[src/rtl/rtc_pwr_pkg.sv]
// Operation
// RULE1: external source holds wake high one slow period
// RULE2: powerdown bit switches regulator off, power-good low
// RULE3: external supplies restored before wake pulse starts
// RULE4: power-good stays low until regulator voltage good
// RULE5: voltage good raises power-good, resets system, unisolates
// RULE6: level bit zero drives wake pin low
// RULE7: direction bit selects input or open-drain output
// RULE8: wake pin wakes only while configured input
// RULE9: reference powerdown stops regulators, reset and bandgap
// RULE10: wake pin or alarm re-enables after powerdown
// RULE11: bandgap needs settling time after re-enable
// RULE12: software avoids powerdown bits with bypassed regulators
// RULE13: reserved bits read zero, writes ignored
// RULE14: regulator powerdown keeps bandgap running
// RULE15: clock output enable bit gates slow-clock output
// RULE16: wake input synchronised, held one period counts
package rtc_pwr_pkg;

  // register byte addresses on the lite bus
  localparam logic [15:0] CTRL_ADDR = 16'h1930;
  localparam logic [15:0] STATUS_ADDR = 16'h1934;

  // control register field positions and width
  localparam int CLKOUT_BIT = 0;
  localparam int REG_PD_BIT = 1;
  localparam int REF_PD_BIT = 2;
  localparam int WAKE_DIR_BIT = 3;
  localparam int WAKE_LVL_BIT = 4;
  localparam int CTRL_W = 5;
  localparam logic [4:0] CTRL_RESET = 5'h10;

  // status register field positions
  localparam int STAT_STATE_LSB = 0;
  localparam int STAT_PGOOD_BIT = 3;
  localparam int STAT_WAKE_BIT = 4;
  localparam int STAT_VOK_BIT = 5;

  // bus answers
  localparam logic [1:0] RESP_OKAY = 2'h0;
  localparam logic [1:0] RESP_SLVERR = 2'h2;

  // timing: clock rate and documented figures in their own units
  localparam int CLK_HZ = 20000000;
  localparam int WAKE_MIN_NS = 30500;
  localparam int BG_SETTLE_MS = 100;
  localparam int SYS_RESET_CYC = 16;
  // least time, rounded up to whole cycles
  localparam int WAKE_MIN_CYC = (WAKE_MIN_NS * (CLK_HZ / 1000000) + 999) / 1000;
  localparam int BG_SETTLE_CYC = BG_SETTLE_MS * (CLK_HZ / 1000);

  // register selection codes
  typedef enum logic [1:0] {
    SEL_NONE = 2'b00,
    SEL_CTRL = 2'b01,
    SEL_STAT = 2'b10
  } reg_sel_e;

  // power sequencer states
  typedef enum logic [2:0] {
    ST_RUN = 3'b000,
    ST_DOWN = 3'b001,
    ST_BG_SETTLE = 3'b010,
    ST_RAMP = 3'b011,
    ST_SYS_RESET = 3'b100
  } seq_state_e;

  // control register fields, bit 4 down to bit 0
  typedef struct packed {
    logic wake_pin_out_level;
    logic wake_pin_direction;
    logic reference_powerdown;
    logic regulator_powerdown;
    logic slow_clock_out_enable;
  } ctrl_s;

  // power controls toward the analog domain
  typedef struct packed {
    logic core_regulator_output;
    logic analog_por_enable;
    logic bandgap_enable;
    logic power_good;
    logic isolation;
    logic system_reset_n;
  } power_s;

endpackage : rtc_pwr_pkg

[src/rtl/rtc_only_power_sequencer.sv]
// Our own choice: the AXI4-Lite slave port.
`timescale 1ns/1ns
`default_nettype none
module rtc_only_power_sequencer #(
  // bus address width; only a full match selects a register
  parameter int ADDR_W = 16,
  // reference settle time in cycles; shorten only for simulation
  parameter int BG_SETTLE_CYCLES = rtc_pwr_pkg::BG_SETTLE_CYC,
  // length of the system reset pulse after power-good rises
  parameter int RESET_CYCLES = rtc_pwr_pkg::SYS_RESET_CYC
) (
  // clock and reset
  input wire logic aclk,
  input wire logic aresetn,
  // lite bus write address
  input wire logic awvalid,
  output var logic awready,
  input wire logic [ADDR_W-1:0] awaddr,
  input wire logic [2:0] awprot,
  // lite bus write data
  input wire logic wvalid,
  output var logic wready,
  input wire logic [31:0] wdata,
  input wire logic [3:0] wstrb,
  // lite bus write response
  output var logic bvalid,
  input wire logic bready,
  output var logic [1:0] bresp,
  // lite bus read address
  input wire logic arvalid,
  output var logic arready,
  input wire logic [ADDR_W-1:0] araddr,
  input wire logic [2:0] arprot,
  // lite bus read data
  output var logic rvalid,
  input wire logic rready,
  output var logic [31:0] rdata,
  output var logic [1:0] rresp,
  // wake pin, open-drain capable
  input wire logic wake_pin_in,
  output var logic wake_pin_out,
  output var logic wake_pin_oe,
  // alarm event from calendar logic, same clock
  input wire logic alarm_event,
  // regulator voltage monitor, asynchronous
  input wire logic regulator_voltage_ok,
  // power controls and clock output gate
  output var rtc_pwr_pkg::power_s power_ctl,
  output var logic slow_clock_out_enable
);
  import rtc_pwr_pkg::*;

  // decode a byte address into a register select
  // shared by the read and write paths so both agree on the map
  function automatic reg_sel_e reg_sel(input logic [ADDR_W-1:0] addr);
    // full compare, so aliases of a register answer as unmapped
    if (addr == ADDR_W'(CTRL_ADDR)) begin
      return SEL_CTRL;
    end else if (addr == ADDR_W'(STATUS_ADDR)) begin
      return SEL_STAT;
    end else begin
      return SEL_NONE;
    end
  endfunction : reg_sel

  // control register and sequencer state
  ctrl_s ctrl_q;
  seq_state_e state_q;
  // 32-bit timers so the full settle time fits at any clock rate
  logic [31:0] cnt_q;          // settle and reset pulse timer
  logic [31:0] wake_cnt_q;     // high-level duration on the wake pin
  logic wake_seen_q;           // wake held long enough
  // synchronisers: first stage read only by second stage
  logic wake_s1_q;
  logic wake_s2_q;
  logic vok_s1_q;
  logic vok_s2_q;
  // write channel capture
  logic aw_have_q;
  logic [ADDR_W-1:0] aw_addr_q;
  logic w_have_q;
  logic [31:0] w_data_q;
  logic [3:0] w_strb_q;
  // wake and write conditions
  logic wake_req;
  logic do_write;
  logic write_ok;

  // pin inputs pass two flops before any logic reads them
  always_ff @(posedge aclk) begin
    if (!aresetn) begin
      // clear to the idle level of both pins so no false wake follows reset
      wake_s1_q <= 1'b0;
      wake_s2_q <= 1'b0;
      vok_s1_q <= 1'b0;
      vok_s2_q <= 1'b0;
    end else begin
      // one flop catches the pin, the second lets a metastable value settle
      wake_s1_q <= wake_pin_in;    // RULE16
      wake_s2_q <= wake_s1_q;      // RULE16
      vok_s1_q <= regulator_voltage_ok;
      vok_s2_q <= vok_s1_q;
    end
  end

  // measure how long the wake pin has been high; a short glitch never wakes
  always_ff @(posedge aclk) begin
    if (!aresetn) begin
      // no wake may be pending after reset
      wake_cnt_q <= 32'h0000_0000;
      wake_seen_q <= 1'b0;
    end else if (!wake_s2_q || ctrl_q.wake_pin_direction) begin
      // low pin, or pin used as output: restart the measurement
      wake_cnt_q <= 32'h0000_0000;
      wake_seen_q <= 1'b0;
    end else if (wake_cnt_q < 32'(WAKE_MIN_CYC - 1)) begin
      // still short of one slow-clock period
      wake_cnt_q <= wake_cnt_q + 32'h0000_0001;
    end else begin
      wake_seen_q <= 1'b1;         // RULE16 RULE1
    end
  end

  // pin only wakes as an input; the alarm wakes in either direction
  // the alarm comes from logic on this clock, so it needs no synchroniser
  assign wake_req = (wake_seen_q && !ctrl_q.wake_pin_direction) || alarm_event; // RULE8 RULE10

  // write address: ready offered one cycle after valid, then captured
  always_ff @(posedge aclk) begin
    if (!aresetn) begin
      // idle bus after reset
      awready <= 1'b0;
      aw_have_q <= 1'b0;
      aw_addr_q <= '0;
    end else begin
      // single-cycle ready; a held address blocks the next one
      awready <= awvalid && !awready && !aw_have_q && !bvalid;
      if (awvalid && awready) begin
        // address kept until the data half has arrived too
        aw_have_q <= 1'b1;
        aw_addr_q <= awaddr;
      end else if (do_write) begin
        aw_have_q <= 1'b0;
      end
    end
  end

  // write data: captured independently of the address
  always_ff @(posedge aclk) begin
    if (!aresetn) begin
      // idle bus after reset
      wready <= 1'b0;
      w_have_q <= 1'b0;
      w_data_q <= 32'h0000_0000;
      w_strb_q <= 4'h0;
    end else begin
      // same one-cycle ready as the address channel
      wready <= wvalid && !wready && !w_have_q && !bvalid;
      if (wvalid && wready) begin
        // data and strobes kept until the address half has arrived
        w_have_q <= 1'b1;
        w_data_q <= wdata;
        w_strb_q <= wstrb;
      end else if (do_write) begin
        w_have_q <= 1'b0;
      end
    end
  end

  // a write completes once both halves are held
  // the previous answer must be taken before the next write lands
  assign do_write = aw_have_q && w_have_q && !bvalid;
  // control writes are refused while the clock domain is isolated
  assign write_ok = reg_sel(aw_addr_q) == SEL_CTRL && !power_ctl.isolation;

  // write response
  always_ff @(posedge aclk) begin
    if (!aresetn) begin
      bvalid <= 1'b0;
      bresp <= RESP_OKAY;
    end else if (do_write) begin
      // status, unmapped and isolated writes are refused
      bvalid <= 1'b1;
      bresp <= write_ok ? RESP_OKAY : RESP_SLVERR;
    end else if (bvalid && bready) begin
      // answer and code stood until the master took them
      bvalid <= 1'b0;
    end
  end

  // control register: software writes, sequencer clears powerdown on wake
  always_ff @(posedge aclk) begin
    if (!aresetn) begin
      // level bit set: the pin starts released, as an input
      ctrl_q <= ctrl_s'(CTRL_RESET);
    end else if (do_write && write_ok && w_strb_q[0]) begin
      // only bits 4..0 exist; upper lanes are discarded
      ctrl_q <= ctrl_s'(w_data_q[CTRL_W-1:0]);   // RULE13
    end else if (state_q == ST_DOWN && wake_req) begin
      // powerdown bits drop so the restored core does not fall again
      ctrl_q.regulator_powerdown <= 1'b0;        // RULE10
      ctrl_q.reference_powerdown <= 1'b0;        // RULE10
    end
  end

  // read channel: one cycle to ready, next cycle data
  always_ff @(posedge aclk) begin
    if (!aresetn) begin
      // idle bus after reset
      arready <= 1'b0;
      rvalid <= 1'b0;
      rdata <= 32'h0000_0000;
      rresp <= RESP_OKAY;
    end else begin
      arready <= arvalid && !arready && !rvalid;
      if (arvalid && arready) begin
        // data taken from the register state at the handshake
        rvalid <= 1'b1;
        rresp <= RESP_OKAY;
        rdata <= 32'h0000_0000;   // RULE13
        if (reg_sel(araddr) == SEL_CTRL) begin
          rdata[CTRL_W-1:0] <= ctrl_q;
        end else if (reg_sel(araddr) == SEL_STAT) begin
          // live view of the sequencer and both synchronised inputs
          rdata[STAT_STATE_LSB +: 3] <= state_q;
          rdata[STAT_PGOOD_BIT] <= power_ctl.power_good;
          rdata[STAT_WAKE_BIT] <= wake_s2_q;
          rdata[STAT_VOK_BIT] <= vok_s2_q;
        end else begin
          rresp <= RESP_SLVERR;    // unmapped address
        end
      end else if (rvalid && rready) begin
        // data stood until the master took them
        rvalid <= 1'b0;
      end
    end
  end

  // power sequencer; after the slow-domain reset the core ramps up first
  always_ff @(posedge aclk) begin
    if (!aresetn) begin
      // first power-up waits for a good voltage like any other wake
      state_q <= ST_RAMP;
      cnt_q <= 32'h0000_0000;
    end else begin
      case (state_q)
        ST_RUN: begin
          // normal operation: watch for powerdown or a sagging supply
          cnt_q <= 32'h0000_0000;
          if (ctrl_q.regulator_powerdown || ctrl_q.reference_powerdown) begin
            // either bit starts the same shutdown
            state_q <= ST_DOWN;      // RULE2 RULE9 RULE14
          end else if (!vok_s2_q) begin
            // core supply sagged: fall back to isolation until it recovers
            state_q <= ST_RAMP;
          end
        end
        ST_DOWN: begin
          // regulators off; only a wake request leaves
          cnt_q <= 32'h0000_0000;
          if (wake_req) begin
            // bandgap was off only on the reference path
            state_q <= ctrl_q.reference_powerdown ? ST_BG_SETTLE : ST_RAMP; // RULE10 RULE14
          end
        end
        ST_BG_SETTLE: begin
          // regulators wait for the reference capacitor to charge
          // the clock domain stays isolated through the whole settle
          if (cnt_q >= 32'(BG_SETTLE_CYCLES - 1)) begin
            cnt_q <= 32'h0000_0000;
            state_q <= ST_RAMP;      // RULE11
          end else begin
            cnt_q <= cnt_q + 32'h0000_0001;
          end
        end
        ST_RAMP: begin
          // isolation held until the monitored voltage crosses threshold
          cnt_q <= 32'h0000_0000;
          if (vok_s2_q) begin
            state_q <= ST_SYS_RESET; // RULE4 RULE5
          end
        end
        ST_SYS_RESET: begin
          // hold the rest of the system in reset for a fixed pulse
          if (cnt_q >= 32'(RESET_CYCLES - 1)) begin
            cnt_q <= 32'h0000_0000;
            state_q <= ST_RUN;       // RULE5
          end else begin
            // count out the reset pulse
            cnt_q <= cnt_q + 32'h0000_0001;
          end
        end
        default: begin
          // unused codes recover through the ramp
          cnt_q <= 32'h0000_0000;
          state_q <= ST_RAMP;
        end
      endcase
    end
  end

  // power controls follow the sequencer state, one cycle later
  always_ff @(posedge aclk) begin
    if (!aresetn) begin
      // power-on state: supply up, system held, domain isolated
      power_ctl.core_regulator_output <= 1'b1;
      power_ctl.analog_por_enable <= 1'b1;
      power_ctl.bandgap_enable <= 1'b1;
      power_ctl.power_good <= 1'b0;
      power_ctl.isolation <= 1'b1;
      power_ctl.system_reset_n <= 1'b0;
    end else begin
      // regulator also held off while the reference settles; it needs the bandgap
      power_ctl.core_regulator_output <= state_q != ST_DOWN && state_q != ST_BG_SETTLE; // RULE11
      // analog reset is back at once so it can watch the coming ramp
      power_ctl.analog_por_enable <= state_q != ST_DOWN;       // RULE9 RULE14
      // bandgap off only on the reference powerdown path
      power_ctl.bandgap_enable <= !(state_q == ST_DOWN && ctrl_q.reference_powerdown); // RULE9 RULE14
      // power-good high only once the voltage has been seen good
      power_ctl.power_good <= state_q == ST_RUN || state_q == ST_SYS_RESET; // RULE4 RULE5
      power_ctl.isolation <= !(state_q == ST_RUN || state_q == ST_SYS_RESET); // RULE2 RULE5
      // system leaves reset one cycle after the sequencer reaches run
      power_ctl.system_reset_n <= state_q == ST_RUN;           // RULE5
    end
  end

  // wake pin driver and slow clock output gate
  always_ff @(posedge aclk) begin
    if (!aresetn) begin
      // pin released and clock output gated until software asks
      wake_pin_out <= 1'b0;
      wake_pin_oe <= 1'b0;
      slow_clock_out_enable <= 1'b0;
    end else begin
      // open-drain: only ever drives low, released when level bit is 1
      wake_pin_out <= 1'b0;                                                 // RULE6
      wake_pin_oe <= ctrl_q.wake_pin_direction && !ctrl_q.wake_pin_out_level; // RULE6 RULE7
      // registered copy keeps the gate free of decode glitches
      slow_clock_out_enable <= ctrl_q.slow_clock_out_enable;                // RULE15
    end
  end

endmodule : rtc_only_power_sequencer
`default_nettype wire

[config.mk]
export PLATFORM = sky130hd
export DESIGN_NAME = rtc_only_power_sequencer
export DESIGN_NICKNAME = d
export VERILOG_FILES = /design/src/rtl/rtc_pwr_pkg.sv /design/src/rtl/rtc_only_power_sequencer.sv
export SDC_FILE = /design/constraint.sdc
export NUM_CORES = 1
export LEC_CHECK = 0
export ABC_CLOCK_PERIOD_IN_PS = 5470
export BUFFER_PORTS_ARGS = -buffer_cell sky130_fd_sc_hd__buf_2
export CAP_MARGIN = 15
export CELL_PAD_IN_SITES_DETAIL_PLACEMENT = 1
export CELL_PAD_IN_SITES_GLOBAL_PLACEMENT = 2
export CORE_MARGIN = 1.5
export CORE_UTILIZATION = 33
export CTS_CLUSTER_SIZE = 16
export DETAILED_ROUTE_END_ITERATION = 7
export PLACE_DENSITY_LB_ADDON = 0.1
export SYNTH_ARGS = -nofsm -noshare
export SYNTH_HDL_FRONTEND = slang
export SYNTH_SLANG_ARGS = --single-unit
[constraint.sdc]
create_clock -name aclk -period 5.47 [get_ports aclk]
set_input_delay 0.2735 -clock aclk [delete_from_list [all_inputs] [get_ports aclk]]
set_output_delay 0.2735 -clock aclk [all_outputs]
set_load 0.005 [all_outputs]
==> qor.json, run 1 <==
{
  "outcome": "finished, final reports clean",
  "synth_largest_area_cell": "sky130_fd_sc_hd__dfxtp_1",
  "h-tree-depth": 4,
  "grt_start_max_net_pins": 38,
  "detail_route.vias_per_cell": 4.679,
  "synth_area_leaders": "sky130_fd_sc_hd__dfxtp_1 51%, sky130_fd_sc_hd__nand2_1 5.1%, sky130_fd_sc_hd__buf_4 4.5%",
  "post_synth_edffs": 0,
  "die_w_um": 123.8,
  "port_buffers": 68,
  "num_vias": 3715,
  "die_area_um2": 15320,
  "initial_utilization": 0.3428,
  "drt-initial-drc-count": 144,
  "fillers": 1654,
  "grtUsageTotal": 0.1533,
  "share_of_post_route_cells_with_drive_strength_above_1": 0.1938,
  "synth_top_area_frac": 0.5074,
  "dp.final_hpwl_mm": 7.506,
  "syn-mean-instance-area_um2": 9.221,
  "worst_ep_arrival_time_ps": 2520,
  "hold_buffers_post_cts": 0,
  "drc": 0,
  "max-cap-violations": 0,
  "ir_drop_v": 0.0002252,
  "route.detailed.wl_per_inst_um": 13.42,
  "drt_pre_antenna_iters": 4,
  "count_of_nets_left_with_antenna_violations_after_detail_routing": 0,
  "number_of_sinks_driven_by_the_clock_tree": 122,
  "tritoncts": "built",
  "slowest_delay_ps": 490,
  "path_max_fanout": 21,
  "grt_antenna_before_repair": 0,
  "postSynthCellCount": 522,
  "grt_first_pass_wirelength_mm": 18.00,
  "setup_viol": 0,
  "p_leak_uw": 0.002286,
  "grt_overflow_total": 0,
  "synth_sequential_area_ratio": 0.5074,
  "timing.hold.ws_ps": 67.21,
  "top_ports": 134,
  "hp-class": "input port to register",
  "post_synth_num_cell_types": 50,
  "timing.critical_path.required_ps": 5740,
  "cts_setup_buffers": 0,
  "layout-area-overhead-vs-synth_pct": 20.90,
  "final_min_period_over_clock_period": 0.4108,
  "clkLatencyLatePin_ps": 420,
  "setup.worst_path.end_class": "register",
  "timing.critical_path.cells": "ha_1, nand3_1, or2_2, a32oi_1, a211o_2, mux2i_1",
  "dominantRegCellSynth": "sky130_fd_sc_hd__dfxtp_1",
  "fin_skew_ps": 9.001,
  "post_cts_resized": 0,
  "hold_viol": 0,
  "chipHeight_um": 123.8,
  "core_region_area_um2": 14040,
  "final.setup.worst_slack_ps": 3223,
  "slew_violations": 0,
  "tightest_slew_ps": 819.5,
  "cpMaxStageDelayCell": "sky130_fd_sc_hd__a211o_2",
  "maxSlewHeadroom": 0.4486,
  "std_cell_rows": 43,
  "antennaDiodeCount": 0,
  "grt_setup_unrepaired": "no",
  "layout.cells.most_common": "sky130_fd_sc_hd__dfxtp_1",
  "asyncSetResetFlopFracSynth": 0,
  "synth_area_um2": 4813,
  "drt_wl_total_mm": 10.65,
  "stdcell_area_um2": 5819,
  "ys.warnings.count": 0,
  "fmax_mhz": 445.0,
  "sequential_cell_area_um2": 2442,
  "first_global_vias": 3740,
  "tritoncts.num_buffers": 17,
  "clk_pin_slew_worst_setup_hold_paths_ps": 50,
  "mostFrequentLayoutCells": "122 x sky130_fd_sc_hd__dfxtp_1, 68 x sky130_fd_sc_hd__buf_2, 66 x sky130_fd_sc_hd__nand2_1",
  "multi_input_logic_area_um2": 2163,
  "layout.nets": 688,
  "synth.ff_latch_count": 122,
  "cell_area_reported_after_detailed_placement_um2": 5224,
  "fin_setup_tns_ps": 0,
  "clockRootBuffer": "sky130_fd_sc_hd__clkbuf_16",
  "gp_congestion": 0.7354,
  "final_period_minus_worst_setup_slack_ps": 2247,
  "ctsLongestPathBuffers": 2,
  "cp_startpoint_kind": "register",
  "criticalPathCategory": "register to register",
  "p_per_area_nw_per_um2": 362.3,
  "post-place-ws_ps": 3213
}
final timing paths:
check | slack [ps] | cells past startpoint | end | start
max | 3220 | 6 | state_q[2]$_SDFFE_PN0P_ | cnt_q[0]$_SDFF_PN0_
min | 70 | 2 | wake_s1_q$_SDFF_PN0_ | wake_pin_in
max reg2reg | 3220 | 6 | state_q[2]$_SDFFE_PN0P_ | cnt_q[0]$_SDFF_PN0_
min reg2reg | 430 | 1 | wake_s2_q$_SDFF_PN0_ | wake_s1_q$_SDFF_PN0_
per-layer routing:
| metal | global-route usage | up-vias | share of wire |
|---|---|---|---|
| li1 | - | 1875 | - |
| met1 | 0.1994 | 1734 | 0.48 |
| met2 | 0.2296 | 92 | 0.45 |
| met3 | 0.05174 | 14 | 0.052 |
| met4 | 0.06897 | 0 | 0.016 |
| met5 | 0 | - | 0 |
state kept, by name, indices dropped and copies added, names as in the netlist, 3 cells and up:
signal      flops
cnt_q          32
ctrl_q          5
state_q         3
rdata           6
w_data_q        5
wake_cnt_q     32
power_ctl       6
aw_addr_q      16
stage by stage:
step | utilization | power (uW) | std cells
global placement | 0.3720 | 1004 | 761
global route | 0.4144 | 2190 | 794
finish | 0.4144 | 2108 | 794
floorplan | - | 989.8 | 561
CTS | 0.4139 | 2142 | 793
detailed placement | 0.3720 | 1007 | 761
cell usage after synthesis (all sizes together) (3+ instances only):
| cell type | number |
|---|---|
| a2111oi | 4 |
| a211o | 3 |
| a211oi | 3 |
| a21oi | 35 |
| and2 | 34 |
| and3 | 4 |
| and4 | 3 |
| buf | 37 |
| clkbuf | 12 |
| dfxtp | 122 |
| ha | 3 |
| inv | 12 |
| mux2i | 10 |
| nand2 | 66 |
| nand2b | 6 |
| nand3 | 17 |
| nand3b | 4 |
| nand4 | 11 |
| nor2 | 43 |
| nor2b | 4 |
| nor3 | 5 |
| nor3b | 4 |
| nor4 | 12 |
| nor4b | 6 |
| o21ai | 15 |
| or3 | 4 |
| or4 | 5 |
| xnor2 | 12 |
| xor2 | 12 |
critical path: cells and delay by family, from the launching register on:
kind,cells,cell delay (ps)
AOI/OAI and AO/OA,2,740
adders and majority gates,1,210
DFF,1,390
muxes,1,140
and+or+nand+nor,2,610
logic make-up (layout without fill, tap and decap cells):
group / after synthesis / after routing / synth area share
mux: 10 / 10 / 0.02080
buf+inv: 61 / 114 / 0.07356
other cells: 1 / 40 / 0.0007791
fa+ha+maj: 3 / 3 / 0.007799
simple gates: 234 / 234 / 0.2633
xor+xnor: 24 / 24 / 0.04367
compound gates: 67 / 67 / 0.08267
flops: 122 / 122 / 0.5074
power breakdown:
group	switching, uW	leakage, uW	internal [uW]
Clock	386	0.000294	735
Combinational	38.9	0.00100	29.6
Sequential	12.6	0.000991	906
Total	438	0.00229	1670
cell type report:
type / instances / share of cell area
flip-flops and latches: 122 / 0.4197
multi-input cells: 378 / 0.3717
clock buffers: 23 / 0.08041
repair buffers: 70 / 0.06106
well taps: 180 / 0.03870
clock inverters: 9 / 0.02064
inverters: 12 / 0.007740
Note: power is estimated with default switching activity, not from simulation.
==> run 2: changes to the inputs <==
- ABC_CLOCK_PERIOD_IN_PS: 5470 -> 2000
- CORE_UTILIZATION: 33 -> 28
- clock period: 5.47 -> 2 ns (I/O delays scaled with it)
==> run 2 against run 1 <==
Combinational power grew to 3.6 times the previous value. Via count is 5.5% higher. Global-route usage is 1.4 points lower. First-iteration DRC count is 22% lower. Clock skew is 1.5 ps lower. Wire length is 11% higher. Flip-flop and latch count stayed put. Total power grew to 2.8 times the previous value. Critical path depth stayed put. Sequential power grew to 2.7 times the previous value. Largest cell class unchanged. Largest power group unchanged.
==> qor.json, run 2 (synthesized netlist as in run 1, its figures left out) <==
{
  "grt_overflow_total": 0,
  "layout.nets": 742,
  "mostFrequentLayoutCells": "122 x sky130_fd_sc_hd__dfxtp_1, 68 x sky130_fd_sc_hd__buf_2, 66 x sky130_fd_sc_hd__nand2_1",
  "worst_hold_path.num_cells": 3,
  "slew_violations": 0,
  "final.setup.worst_slack_ps": 48.01,
  "sw_frac_of_total": 0.2211,
  "worst_ep_arrival_time_ps": 2300,
  "grt_first_pass_wirelength_mm": 19.55,
  "timing.critical_path.cells": "or4_4, nor4b_4, a32oi_2, a211o_2, buf_6, nor2_2",
  "tot_pwr_uw": 5903,
  "grtUsageTotal": 0.1391,
  "slowest_delay_ps": 540,
  "route.detailed.wl_per_inst_um": 13.34,
  "top_ports": 134,
  "die_w_um": 134.1,
  "max-cap-violations": 0,
  "port_buffers": 68,
  "final_util": 0.3861,
  "timing.critical_path.required_ps": 2350,
  "antennaDiodeCount": 0,
  "path_depth": 6,
  "tightest_slew_ps": 603.2,
  "ctsLongestPathBuffers": 2,
  "drc": 0,
  "layout-area-overhead-vs-synth_pct": 33.97,
  "grt_antenna_before_repair": 0,
  "initial_utilization": 0.2882,
  "drt-initial-drc-count": 113,
  "h-tree-depth": 4,
  "clk_pin_slew_worst_setup_hold_paths_ps": 60,
  "p_seq_frac": 0.424,
  "cp_startpoint_kind": "register",
  "drt_pre_antenna_iters": 4,
  "setup.worst_path.end_class": "register",
  "clkLatencyLatePin_ps": 410,
  "fmax_mhz": 512.3,
  "grt_start_max_net_pins": 27,
  "internal_power_uw": 4598,
  "ir_drop_v": 0.0006717,
  "die_area_um2": 17990,
  "p_switching_uw": 1305,
  "timing.reg2reg.worst_path_depth": 6,
  "share_of_post_route_cells_with_drive_strength_above_1": 0.2380,
  "crit-reg2reg-capture": "cnt_q[17]$_SDFF_PN0_",
  "top_regs": "cnt_q (32), wake_cnt_q (32), aw_addr_q (16)",
  "tritoncts.num_buffers": 17,
  "fin_skew_ps": 7.503,
  "detail_route.vias_per_cell": 4.416,
  "tritoncts": "built",
  "count_of_nets_left_with_antenna_violations_after_detail_routing": 0,
  "p_clk_frac": 0.534,
  "chipHeight_um": 134.1,
  "p_per_area_nw_per_um2": 915.4,
  "p_leak_uw": 0.002554,
  "num_vias": 3921,
  "timing.reg2reg.setup_slack_ps": 50,
  "hp-class": "input port to register",
  "crit_family": "simple AND/OR/NAND/NOR gates",
  "worst_hold_startpoint": "aresetn",
  "gp_congestion": 0.7360,
  "outcome": "finished, final reports clean",
  "layout.cells.most_common": "sky130_fd_sc_hd__dfxtp_1",
  "hold_viol": 0,
  "path_max_fanout": 10,
  "hold_end": "awready$_SDFF_PN0_",
  "dp.final_hpwl_mm": 8.340,
  "core_region_area_um2": 16700,
  "final_period_minus_worst_setup_slack_ps": 1952,
  "final_min_period_over_clock_period": 0.9760,
  "cpMaxStageDelayCell": "sky130_fd_sc_hd__or4_4",
  "rr_startpoint": "state_q[0]$_SDFFE_PN1P_",
  "maxSlewHeadroom": 0.5979,
  "std_cell_rows": 47,
  "fillers": 1933,
  "worst-path-buf-inv": 1,
  "part_of_the_total_power_dissipated_in_combinational_logic": 0.042,
  "setup_viol": 0,
  "post-place-ws_ps": -38.62,
  "first_global_vias": 3993,
  "grt_setup_unrepaired": "yes",
  "drt_wl_total_mm": 11.85,
  "clockRootBuffer": "sky130_fd_sc_hd__clkbuf_16",
  "number_of_sinks_driven_by_the_clock_tree": 122,
  "criticalPathCategory": "register to register"
}
run 2: changes by cell type in the layout (fill, tap and decap cells not counted), sizes merged:
cell	delta
dlygate4sd3	+28
buf	+26
clkbuf	-5
clkinvlp	+3
inv	+2
run 2: repair_timing:
item / CTS / global route
hold endpoints to repair: 29 / 0
gates cloned: 0 / 0
pin swaps: 3 / 4
setup endpoints to repair: 21 / 27
resized for setup: 6 / 12
setup buffers: 2 / 0
hold buffers: 28 / 0
run 2: through the flow:
stage	instances	setup TNS [ps]	hold WS (ps)	area, um2
finish	888	0	23.14	6449
floorplan	561	0	227.3	4960
CTS	888	0	9.653	6399
global placement	826	0	312.7	5461
global route	888	-285.9	41.73	6449
detailed placement	826	-238.4	314.0	5461
run 2: power by group through the flow:
| stage | clock [uW] | sequential, uW | combinational [uW] |
|---|---|---|---|
| after CTS | 3240 | 2500 | 250 |
| after global placement | 0 | 2560 | 204 |
| after global routing | 3370 | 2510 | 282 |
| after floorplan | 0 | 2550 | 161 |
| after detailed placement | 0 | 2560 | 207 |
| final | 3150 | 2500 | 250 |
run 2: cell type report:
class	instances	area, um2	area share
multi-input combinational	378	2237	0.3469
sequential	122	2442	0.3787
clock inverter	14	171.4	0.02658
clock buffer	18	439.2	0.06810
timing repair buffer	124	838.3	0.1300
tap	220	275.3	0.04269
inverter	12	45.04	0.006985
run 2: worst reg2reg max path, delay by kind of cell (launching register included):
| family | cells | cell delay (ps) |
|---|---|---|
| DFF | 1 | 320 |
| and+or+nand+nor | 3 | 930 |
| buffers and inverters | 1 | 160 |
| AOI/OAI and AO/OA | 2 | 480 |
run 2: layer usage:
metal | vias up | track usage | part of all wire
met1 | 1845 | 0.1695 | 0.47
li1 | 1975 | - | -
met2 | 88 | 0.2285 | 0.47
met3 | 13 | 0.04762 | 0.045
met5 | - | 0 | 0
met4 | 0 | 0.04958 | 0.015
run 2: worst max-delay path by stage:
stage | startpoint | to
6_report | state_q[0]$_SDFFE_PN1P_ | cnt_q[17]$_SDFF_PN0_
5_1_grt | state_q[0]$_SDFFE_PN1P_ | cnt_q[17]$_SDFF_PN0_
4_1_cts | wake_cnt_q[21]$_SDFFE_PP0N_ | wake_cnt_q[6]$_SDFFE_PP0N_
3_5_place_dp | cnt_q[13]$_SDFF_PN0_ | cnt_q[9]$_SDFF_PN0_
3_3_place_gp | wake_cnt_q[0]$_SDFFE_PP0N_ | wake_cnt_q[7]$_SDFFE_PP0N_
2_1_floorplan | state_q[0]$_SDFFE_PN1P_ | cnt_q[14]$_SDFF_PN0_
==> run 3: changes to the inputs <==
- PLACE_DENSITY: unset -> 0.73
- PLACE_DENSITY_LB_ADDON: 0.1 -> unset
==> run 3 against run 2 <==
Flip-flop and latch count did not move. Sequential share of layout area rose by 0.42 points. Wire length fell by 1.9%. Combinational power about the same. Worst hold slack better by 3.5 ps. Setup slack got worse by 30 ps. Largest cell class unchanged.
==> qor.json, run 3 (synthesized netlist as in run 1, its figures left out) <==
{
  "final_min_period_over_clock_period": 0.9909,
  "hold_viol": 0,
  "grt_setup_unrepaired": "yes",
  "tritoncts.num_buffers": 17,
  "fmax_mhz": 504.6,
  "layout-area-overhead-vs-synth_pct": 32.57,
  "detail_route.vias_per_cell": 4.439,
  "clk_pin_slew_worst_setup_hold_paths_ps": 50,
  "grt_overflow_total": 0,
  "drt-initial-drc-count": 149,
  "ctsLongestPathBuffers": 2,
  "rr_startpoint": "wake_cnt_q[10]$_SDFFE_PP0N_",
  "share_of_post_route_cells_with_drive_strength_above_1": 0.2300,
  "timing.hold.ws_ps": 26.62,
  "clkLatencyLatePin_ps": 420,
  "hp-class": "input port to register",
  "grtUsageTotal": 0.1356,
  "p_leak_uw": 0.002511,
  "criticalPathCategory": "register to register",
  "first_global_vias": 4027,
  "worst_hold_startpoint": "wvalid",
  "die_area_um2": 17990,
  "p_seq_frac": 0.446,
  "p_per_area_nw_per_um2": 880.2,
  "die_w_um": 134.1,
  "tightest_slew_ps": 599.2,
  "p_clk_frac": 0.509,
  "dp.final_hpwl_mm": 8.180,
  "cp_startpoint_kind": "register",
  "internal_power_uw": 4390,
  "layout.cells.most_common": "sky130_fd_sc_hd__dfxtp_1",
  "setup.worst_path.end_class": "register",
  "part_of_the_total_power_dissipated_in_combinational_logic": 0.045,
  "port_buffers": 68,
  "drc": 0,
  "path_max_fanout": 4,
  "h-tree-depth": 4,
  "crit-reg2reg-capture": "wake_cnt_q[8]$_SDFFE_PP0N_",
  "cell_area_reported_after_detailed_placement_um2": 5421,
  "num_vias": 3915,
  "max-cap-violations": 0,
  "p_switching_uw": 1227,
  "timing.reg2reg.setup_slack_ps": 20,
  "number_of_sinks_driven_by_the_clock_tree": 122,
  "chipHeight_um": 134.1,
  "drt_wl_total_mm": 11.62,
  "place_inst": 819,
  "fin_skew_ps": 12.60,
  "route.detailed.wl_per_inst_um": 13.18,
  "std_cell_rows": 47,
  "tritoncts": "built",
  "clockRootBuffer": "sky130_fd_sc_hd__clkbuf_16",
  "gp_congestion": 0.7315,
  "core_region_area_um2": 16700,
  "grt_first_pass_wirelength_mm": 19.07,
  "worst_hold_path.num_cells": 3,
  "fillers": 1959,
  "grt_antenna_before_repair": 0,
  "setup_viol": 0,
  "mostFrequentLayoutCells": "121 x sky130_fd_sc_hd__dfxtp_1, 68 x sky130_fd_sc_hd__buf_2, 66 x sky130_fd_sc_hd__nand2_1",
  "timing.reg2reg.worst_path_depth": 7,
  "hold_end": "w_data_q[0]$_SDFFE_PN0P_",
  "top_ports": 134,
  "grt_start_max_net_pins": 36,
  "initial_utilization": 0.2882,
  "maxSlewHeadroom": 0.5997,
  "slew_violations": 0,
  "count_of_nets_left_with_antenna_violations_after_detail_routing": 0,
  "drt_pre_antenna_iters": 4,
  "final_cells": 882,
  "sw_frac_of_total": 0.2184,
  "final_period_minus_worst_setup_slack_ps": 1982,
  "layout.nets": 736,
  "top_regs": "cnt_q (32), wake_cnt_q (32), aw_addr_q (16)",
  "timing.critical_path.required_ps": 2290,
  "worst_ep_arrival_time_ps": 2270,
  "stdcell_area_um2": 6381,
  "fin_setup_tns_ps": 0,
  "outcome": "finished, final reports clean",
  "ir_drop_v": 0.0005815
}
run 3: how the worst max path moves through the flow:
stage	start	end	slack, ps	cells past startpoint
CTS	cnt_q[14]$_SDFF_PN0_	cnt_q[16]$_SDFF_PN0_	0.1	6
floorplan	state_q[0]$_SDFFE_PN1P_	cnt_q[14]$_SDFF_PN0_	90	7
global placement	cnt_q[14]$_SDFF_PN0_	cnt_q[18]$_SDFF_PN0_	40	6
global route	wake_cnt_q[10]$_SDFFE_PP0N_	wake_cnt_q[8]$_SDFFE_PP0N_	-100	7
detailed placement	wake_cnt_q[12]$_SDFFE_PP0N_	wake_cnt_q[7]$_SDFFE_PP0N_	-30	5
finish	wake_cnt_q[10]$_SDFFE_PP0N_	wake_cnt_q[8]$_SDFFE_PP0N_	20	7
run 3: what timing repair did:
action / 4_1_cts / 5_1_grt
setup buffers: 1 / 2
endpoints found under the setup margin: 21 / 31
hold buffers: 28 / 0
hold endpoints to repair: 28 / 0
pin swaps: 2 / 4
resized for setup: 3 / 13
run 3: power groups by stage:
stage	clock [uW]	sequential [uW]	combinational, uW
after floorplan	0	2550	161
after global placement	0	2550	202
after detailed placement	0	2560	207
after CTS	2950	2500	250
after global routing	3060	2510	285
final	2860	2500	251
run 3: routing by layer:
layer | wire length (um) | global-route usage
met1 | 5183 | 0.1590
met4 | 98 | 0.05018
met5 | 0 | 0
met3 | 674 | 0.05253
met2 | 5667 | 0.2248
run 3: final cells by class:
cell class / instances / area, um2 / share of cell area
Clock inverter: 11 / 97.59 / 0.01529
Multi-Input combinational cell: 378 / 2252 / 0.3529
Sequential cell: 122 / 2444 / 0.3829
Timing Repair Buffer: 118 / 798.3 / 0.1251
Tap cell: 220 / 275.3 / 0.04314
Clock buffer: 20 / 466.7 / 0.07314
Inverter: 12 / 45.04 / 0.007059
Antenna cell: 1 / 2.502 / 0.0003922
run 3: critical path: stages, from the launching register on:
cell and delay [ps]:
sky130_fd_sc_hd__dfxtp_1 310, sky130_fd_sc_hd__nor4_1 320, sky130_fd_sc_hd__nand4_1 220, sky130_fd_sc_hd__buf_4 210
sky130_fd_sc_hd__a2111oi_1 410, sky130_fd_sc_hd__buf_4 200, sky130_fd_sc_hd__a31o_2 140, sky130_fd_sc_hd__a21oi_1 50
run 3: per-stage QoR:
stage / setup slack, ps / power, uW / util
2_1_floorplan: 86.58 / 2707 / -
3_3_place_gp: 38.29 / 2754 / 0.3246
3_5_place_dp: -31.08 / 2762 / 0.3246
4_1_cts: 0.1443 / 5699 / 0.3769
5_1_grt: -99.70 / 5859 / 0.3819
6_report: 18.19 / 5617 / 0.3821
